==> src/inc/pbc_defs.svh <==
/*
  constants for the phy basic control register: address, bit positions,
  write mask and management frame field values.
  assumes the management clock is sampled as an ordinary synchronous input.
*/
`ifndef PBC_DEFS_SVH
`define PBC_DEFS_SVH
`define PBC_REG_ADDR   5'h00
`define PBC_BIT_RESET  15
`define PBC_BIT_LOOP   14
`define PBC_BIT_SPEED  13
`define PBC_BIT_ANEN   12
`define PBC_BIT_PDOWN  11
`define PBC_BIT_ISO    10
`define PBC_BIT_RSTAN  9
`define PBC_BIT_DUPLEX 8
`define PBC_BIT_COLT   7
`define PBC_WMASK      16'hBF80
`define PBC_OP_WRITE   2'h1
`define PBC_OP_READ    2'h2
`define PBC_PRE_LEN    6'h20
`define PBC_HDR_LEN    6'h0E
`define PBC_TA_LEN     6'h02
`define PBC_DATA_LEN   6'h10
`endif

==> src/inc/pbc_pkg.sv <==
/*
  types for the phy basic control register.
  assumes pbc_defs.svh supplies the numeric constants.
*/
package pbc_pkg;
  typedef struct packed {
    logic speed;
    logic autoneg;
    logic isolate;
    logic duplex_n;
  } pbc_strap_t;
  typedef struct packed {
    logic loopback;
    logic speed_100;
    logic autoneg_en;
    logic power_down;
    logic isolate;
    logic full_duplex;
    logic col_test;
  } pbc_ctrl_t;
  typedef enum logic [2:0] {
    PBC_IDLE,
    PBC_HDR,
    PBC_TA,
    PBC_DATA,
    PBC_SKIP
  } pbc_state_t;
endpackage

==> src/core/pbc_basic_control.sv <==
/*
  basic control register of a 10/100 phy with its serial management slave.
  assumes mdc, mdio_in and straps are synchronous to clk; a negotiation
  engine and datapath outside consume the mode outputs.
*/
`timescale 1ns/10ps
`default_nettype none
`include "pbc_defs.svh"
module pbc_basic_control #(
  parameter logic [4:0] PHY_ADDR = 5'h01
) (
  input  wire logic            clk,
  input  wire logic            rst,
  input  wire logic            mdc,
  input  wire logic            mdio_in,
  output logic                 mdio_out,
  output logic                 mdio_oe,
  input  wire pbc_pkg::pbc_strap_t straps,
  output pbc_pkg::pbc_ctrl_t   ctrl,
  output logic                 eff_speed_100,
  output logic                 eff_full_duplex,
  output logic                 soft_reset_pulse,
  output logic                 an_restart_pulse
);
  if (PHY_ADDR > 5'h1F) begin : g_bad_phy_addr
    $error("bad phy address");
  end

  pbc_pkg::pbc_state_t state_reg;
  logic                mdc_reg;
  logic [5:0]          cnt_reg;
  logic [13:0]         hdr_reg;
  logic [15:0]         sh_reg;
  logic                is_write_reg;
  logic                sel_reg;
  logic                strap_load_reg;
  logic                wr_stb;
  logic [15:0]         wr_data;
  logic                rise;
  logic [15:0]         rd_word;
  logic [13:0]         hdr_full;
  logic                op_rd;
  logic                op_wr;

  function automatic logic hit(input logic [13:0] h);
    hit = (h[13:12] == 2'h1) && (h[9:5] == PHY_ADDR) && (h[4:0] == `PBC_REG_ADDR);
  endfunction

  // mdc rise as seen by clk
  assign rise = mdc & ~mdc_reg;
  // header word with the bit now on the line
  assign hdr_full = {hdr_reg[12:0], mdio_in};
  assign op_rd    = hdr_full[11:10] == `PBC_OP_READ;
  assign op_wr    = hdr_full[11:10] == `PBC_OP_WRITE;

  always_comb begin
    rd_word = 16'h0000;
    rd_word[`PBC_BIT_LOOP]   = ctrl.loopback;
    rd_word[`PBC_BIT_SPEED]  = ctrl.speed_100;
    rd_word[`PBC_BIT_ANEN]   = ctrl.autoneg_en;
    rd_word[`PBC_BIT_PDOWN]  = ctrl.power_down;
    rd_word[`PBC_BIT_ISO]    = ctrl.isolate;
    rd_word[`PBC_BIT_DUPLEX] = ctrl.full_duplex;
    rd_word[`PBC_BIT_COLT]   = ctrl.col_test;
  end

  always_ff @(posedge clk or posedge rst) begin
    if (rst) begin
      mdc_reg <= 1'b0;
    end else begin
      mdc_reg <= mdc;
    end
  end

  // management frame: preamble ones, 01 start, op, phy, reg, turnaround, data
  always_ff @(posedge clk or posedge rst) begin
    if (rst) begin
      state_reg    <= pbc_pkg::PBC_IDLE;
      cnt_reg      <= 6'h00;
      hdr_reg      <= 14'h0000;
      sh_reg       <= 16'h0000;
      is_write_reg <= 1'b0;
      sel_reg      <= 1'b0;
      mdio_out     <= 1'b0;
      mdio_oe      <= 1'b0;
      wr_stb       <= 1'b0;
      wr_data      <= 16'h0000;
    end else begin
      wr_stb <= 1'b0;
      if (rise) begin
        unique case (state_reg)
          pbc_pkg::PBC_IDLE: begin
            // preamble count saturates, longer runs of ones pass
            if (mdio_in) begin
              if (cnt_reg < `PBC_PRE_LEN) cnt_reg <= cnt_reg + 6'h01;
            end else if (cnt_reg == `PBC_PRE_LEN) begin
              state_reg <= pbc_pkg::PBC_HDR;
              cnt_reg   <= 6'h01;
              hdr_reg   <= 14'h0000;
            end else begin
              cnt_reg <= 6'h00;
            end
          end
          pbc_pkg::PBC_HDR: begin
            hdr_reg <= hdr_full;
            cnt_reg <= cnt_reg + 6'h01;
            if (cnt_reg == `PBC_HDR_LEN - 6'h01) begin
              is_write_reg <= op_wr;
              sel_reg      <= hit(hdr_full) && (op_wr || op_rd);
              state_reg    <= pbc_pkg::PBC_TA;
              cnt_reg      <= 6'h00;
              if (hit(hdr_full) && op_rd) begin
                sh_reg <= rd_word;
              end
            end
          end
          pbc_pkg::PBC_TA: begin
            cnt_reg <= cnt_reg + 6'h01;
            // read turnaround drives zero in its second bit
            if (cnt_reg == 6'h00 && sel_reg && !is_write_reg) begin
              mdio_oe  <= 1'b1;
              mdio_out <= 1'b0;
            end
            if (cnt_reg == `PBC_TA_LEN - 6'h01) begin
              state_reg <= pbc_pkg::PBC_DATA;
              cnt_reg   <= 6'h00;
              if (sel_reg && !is_write_reg) begin
                mdio_out <= sh_reg[15];
                sh_reg   <= {sh_reg[14:0], 1'b0};
              end
            end
          end
          pbc_pkg::PBC_DATA: begin
            cnt_reg <= cnt_reg + 6'h01;
            if (is_write_reg) begin
              sh_reg <= {sh_reg[14:0], mdio_in};
            end else if (mdio_oe) begin
              mdio_out <= sh_reg[15];
              sh_reg   <= {sh_reg[14:0], 1'b0};
            end
            if (cnt_reg == `PBC_DATA_LEN - 6'h01) begin
              state_reg <= pbc_pkg::PBC_IDLE;
              cnt_reg   <= 6'h00;
              mdio_oe   <= 1'b0;
              mdio_out  <= 1'b0;
              // write data lands with the last data bit
              if (is_write_reg && sel_reg) begin
                wr_stb  <= 1'b1;
                wr_data <= {sh_reg[14:0], mdio_in};
              end
            end
          end
          default: begin
            state_reg <= pbc_pkg::PBC_IDLE;
            cnt_reg   <= 6'h00;
          end
        endcase
      end
    end
  end

  // straps are relatched one cycle after hardware or software reset
  always_ff @(posedge clk or posedge rst) begin
    if (rst) begin
      strap_load_reg <= 1'b1;
    end else begin
      strap_load_reg <= soft_reset_pulse;
    end
  end

  // control bits
  always_ff @(posedge clk or posedge rst) begin
    if (rst) begin
      ctrl <= '0;
    end else if (strap_load_reg) begin
      ctrl.loopback    <= 1'b0;
      ctrl.col_test    <= 1'b0;
      ctrl.power_down  <= 1'b0;
      ctrl.speed_100   <= straps.speed;
      ctrl.autoneg_en  <= straps.autoneg;
      ctrl.isolate     <= straps.isolate;
      ctrl.full_duplex <= ~straps.duplex_n;
    end else if (wr_stb && !wr_data[`PBC_BIT_RESET]) begin
      ctrl.loopback    <= wr_data[`PBC_BIT_LOOP];
      ctrl.speed_100   <= wr_data[`PBC_BIT_SPEED];
      ctrl.autoneg_en  <= wr_data[`PBC_BIT_ANEN];
      ctrl.power_down  <= wr_data[`PBC_BIT_PDOWN];
      ctrl.isolate     <= wr_data[`PBC_BIT_ISO];
      ctrl.full_duplex <= wr_data[`PBC_BIT_DUPLEX];
      ctrl.col_test    <= wr_data[`PBC_BIT_COLT];
    end else if (wr_stb && ctrl.power_down) begin
      // a reset request during power-down only wakes the device
      ctrl.power_down <= 1'b0;
    end
  end

  // self-clearing bits leave as one-cycle pulses
  always_ff @(posedge clk or posedge rst) begin
    if (rst) begin
      soft_reset_pulse <= 1'b0;
      an_restart_pulse <= 1'b0;
    end else begin
      soft_reset_pulse <= wr_stb && wr_data[`PBC_BIT_RESET] && !ctrl.power_down;
      an_restart_pulse <= wr_stb && !wr_data[`PBC_BIT_RESET] && wr_data[`PBC_BIT_RSTAN];
    end
  end

  // effective speed and duplex follow the control bits when negotiation is off; they hold their value otherwise
  always_ff @(posedge clk or posedge rst) begin
    if (rst) begin
      eff_speed_100   <= 1'b0;
      eff_full_duplex <= 1'b0;
    end else if (!ctrl.autoneg_en) begin
      eff_speed_100   <= ctrl.speed_100;
      eff_full_duplex <= ctrl.full_duplex;
    end
  end
endmodule // pbc_basic_control
`default_nettype wire

==> config.mk <==
export PLATFORM = sky130hd
export DESIGN_NAME = pbc_basic_control
export DESIGN_NICKNAME = d
export VERILOG_FILES = /design/src/inc/pbc_pkg.sv /design/src/core/pbc_basic_control.sv
export VERILOG_INCLUDE_DIRS = /design/src /design/src/inc
export SDC_FILE = /design/constraint.sdc
export NUM_CORES = 1
export LEC_CHECK = 0
export ABC_CLOCK_PERIOD_IN_PS = 2700
export BUFFER_PORTS_ARGS = -buffer_cell sky130_fd_sc_hd__buf_4
export CAP_MARGIN = 20
export CORE_ASPECT_RATIO = 2
export CORE_UTILIZATION = 55
export CTS_CLUSTER_DIAMETER = 120
export DETAILED_ROUTE_END_ITERATION = 6
export PLACE_DENSITY_LB_ADDON = 0.25
export SLEW_MARGIN = 10
export SYNTH_ARGS = -nofsm -noshare
export SYNTH_HDL_FRONTEND = slang
export SYNTH_SLANG_ARGS = --single-unit
==> constraint.sdc <==
create_clock -name clk -period 2.7 [get_ports clk]
set_input_delay 0.27 -clock clk [delete_from_list [all_inputs] [get_ports clk]]
set_output_delay 0.27 -clock clk [all_outputs]
set_load 0.03 [all_outputs]
==> impl_metrics.csv <==
group,metric,value,unit
run_status,outcome,"finished, final reports clean",
worst_setup_path,required,2910,ps
floorplanning,num_io_pins,21,
synth,seq_area_frac_synth,49.3,%
synth,syn_inst,291,
sta,worst_pin_slew,630,ps
sta,tns,0,ps
sta,fin_skew,5.96,ps
synth,synthArstFlopShare,100,%
clock_network,cts-root-buf,"clkbuf_16",
worst_setup_path,worstReg2RegEnd,"state_reg[1]",
grt,antenna_found_initial,0,
synth,synth_edf_count,0,
worst_setup_path,max_stage_delay,420,ps
synth,synth_commonest_cells,"dfrtp_1 (63), mux2_2 (25), inv_1 (21)",
worst_setup_path,worst-path-max-fanout,6,
synth,yosysMostFrequentCell,"dfrtp_1",
routing,drt-wirelength-per-cell,16.8,µm
grt,grt_pass1_wl,10.9,mm
worst_setup_path,path_cells,"inv_1 -> ha_1 -> or3b_4 -> o31ai_4 -> nand4_4 -> a211oi_4 -> mux2_4",
worst_setup_path,r2r_cells,7,
floorplanning,die_h,111,µm
final_layout,nets,334,
worst_setup_path,crit_path_end_kind,"register",
sta,fin_crit_sh,89.1,%
synth,synth_seq_cells,64,
routing,num_vias,2250,
synth,synth_cell_types,47,
final_layout,drive_gt1_share,29.6,%
grt,grt_max_degree,32,
synth,yosys.area.top_type,"dfrtp_1",
pwr,leakagePower,1.77,nW
worst_setup_path,crit_type,"reg2reg",
final_layout,fin_cells,382,
floorplanning,start_util,57.0,%
worst_setup_path,crit_slowest_cell,"dfrtp_1",
placement,gp_congestion,0.924,
grt,grt_usage,22.9,%
sta,hold_violations,0,
synth,synth.avg_cell_area,11.2,µm²
grt,grt-ovfl-total,0,
floorplanning,core,5710,µm²
synth,synth_area_leaders,"dfrtp_1 (48%), mux2_2 (8.7%), mux2_4 (5.1%)",
pwr,power.density,963,nW/µm²
final_layout,multiInputGateArea,1480,µm²
routing,dr.pass1.iters,5,
clock_network,cts_inserted_buffers,9,
final_layout,seq_area,1600,µm²
clock_network,htree_levels,3,
routing,routed_wl,6.41,mm
clock_network,clock_latency,330,ps
clock_network,post_cts_buffers,0,
placement,dp.cells,366,
floorplanning,die_area,6240,µm²
floorplanning,die_w,56.4,µm
grt,grt_pass1_vias,2336,
clock_network,clock_path_buffers,2,
worst_setup_path,regToRegStartpoint,"cnt_reg[1]",
placement,hpwl,4.68,mm
synth,synth.yosys.warnings,0,
worst_setup_path,ff2ff_setup_slack,290,ps
synth,synthesis.area,3250,µm²
routing,drc,0,
synth,synthFlopType,"dfrtp_1",
worst_setup_path,path_delay_family,"simple AND/OR/NAND/NOR gates",
sta,fmax,416,MHz
sta,final_max_slew_viol_count,0,
flow_run,cap_violations,0,
sta,fin_crit,2410,ps
synth,synthesis.nets,309,
final_layout,area_growth,15.8,%
worst_setup_path,cp-start-kind,"register",
clock_network,ctsResizeCount,0,
worst_setup_path,cp-startpoint,"cnt_reg[1]",
clock_network,path_clk_slew,50,ps
final_layout,nFillCells,466,
worst_hold_path,hold_class,"in2async",
routing,first_iter_violations,82,
worst_setup_path,crit_buf_inv,1,
clock_network,postCtsHoldBufs,0,
floorplanning,rows,39,
final_layout,diodes,0,
clock_network,cts.sinks,64,
worst_setup_path,crit_path_end,"state_reg[1]",
worst_setup_path,cp.arrival,2620,ps
routing,drtAntennaViolNets,0,
pwr,vdd.ir_drop.worst,0.730,mV
sta,holdWs,31.4,ps
final_layout,largest_reg_flops,16,
placement,io_buffers,20,
routing,vias_per_cell,5.89,
sta,slew_headroom,57.9,%
worst_setup_path,crit_cells,7,
sta,rsz0062_at_grt,"false",
synth,yosysTopAreaCellShare,48.5,%
sta,setup_viol,0,
clock_network,cts_tree,"yes",
[layout by cell type, fill, tap and decap left out, types with 3 or more instances in the layout]
cell	n
buf_4	31
nor4b_1	3
o31ai_1	3
nand4_1	4
mux2i_1	7
nand2b_1	6
dfrtp_1	63
nor3_1	3
nand3_1	17
mux2_2	25
nand2_1	16
ha_1	10
inv_1	20
clkbuf_16	9
nor2b_1	10
o21ai_0	20
mux2_4	11
nor2_1	15
a21oi_1	8
[area by class of cell]
cell class,count,share of cell area [%]
Multi-Input combinational cell,189,39.2
Sequential cell,64,42.5
Timing Repair Buffer,31,6.18
Tap cell,61,2.03
Inverter,21,2.09
Clock inverter,3,1.06
Clock buffer,13,6.91
[per-layer routing]
metal | routed length, µm | GRT usage (%) | up-vias
met5 | 0 | 0 | -
met4 | 256 | 12.5 | 0
met2 | 3540 | 39.3 | 61
li1 | - | - | 1068
met1 | 2390 | 24.5 | 1096
met3 | 234 | 6.77 | 25
[how the worst min path moves through the flow]
stage	start	endpoint	slack [ps]	depth (start not counted)
after detailed placement	soft_reset_pulse	strap_load_reg	370	0
after global routing	mdc	mdc_reg	50	1
after floorplan	mdc	mdc_reg	300	0
final	rst	hdr_reg[3]	30	2
after global placement	soft_reset_pulse	strap_load_reg	360	0
after CTS	rst	wr_data[7]	50	2
[power breakdown]
part / switching [mW] / internal, mW
clock: 0.384 / 0.761
sequential: 0.188 / 1.15
combinational: 0.646 / 0.502
[logic make-up after synthesis]
family / Yosys count / share of synthesized area, %
DFF: 64 / 49.3
adders and majority gates: 10 / 3.85
buffers and inverters: 38 / 5.31
and+or+nand+nor: 86 / 15.0
AOI/OAI and AO/OA: 50 / 10.7
muxes: 43 / 15.9
[metrics by stage]
stage	cell area [µm²]	worst slack [ps]	power (mW)	utilization (%)
6_report	3770	294	3.63	66.0
5_1_grt	3770	218	3.84	66.0
4_1_cts	3770	302	3.66	66.0
3_5_place_dp	3470	302	2.49	60.7
3_3_place_gp	3470	364	2.47	60.7
2_1_floorplan	3250	450	2.21	-
(Power assumes the default switching activity.)
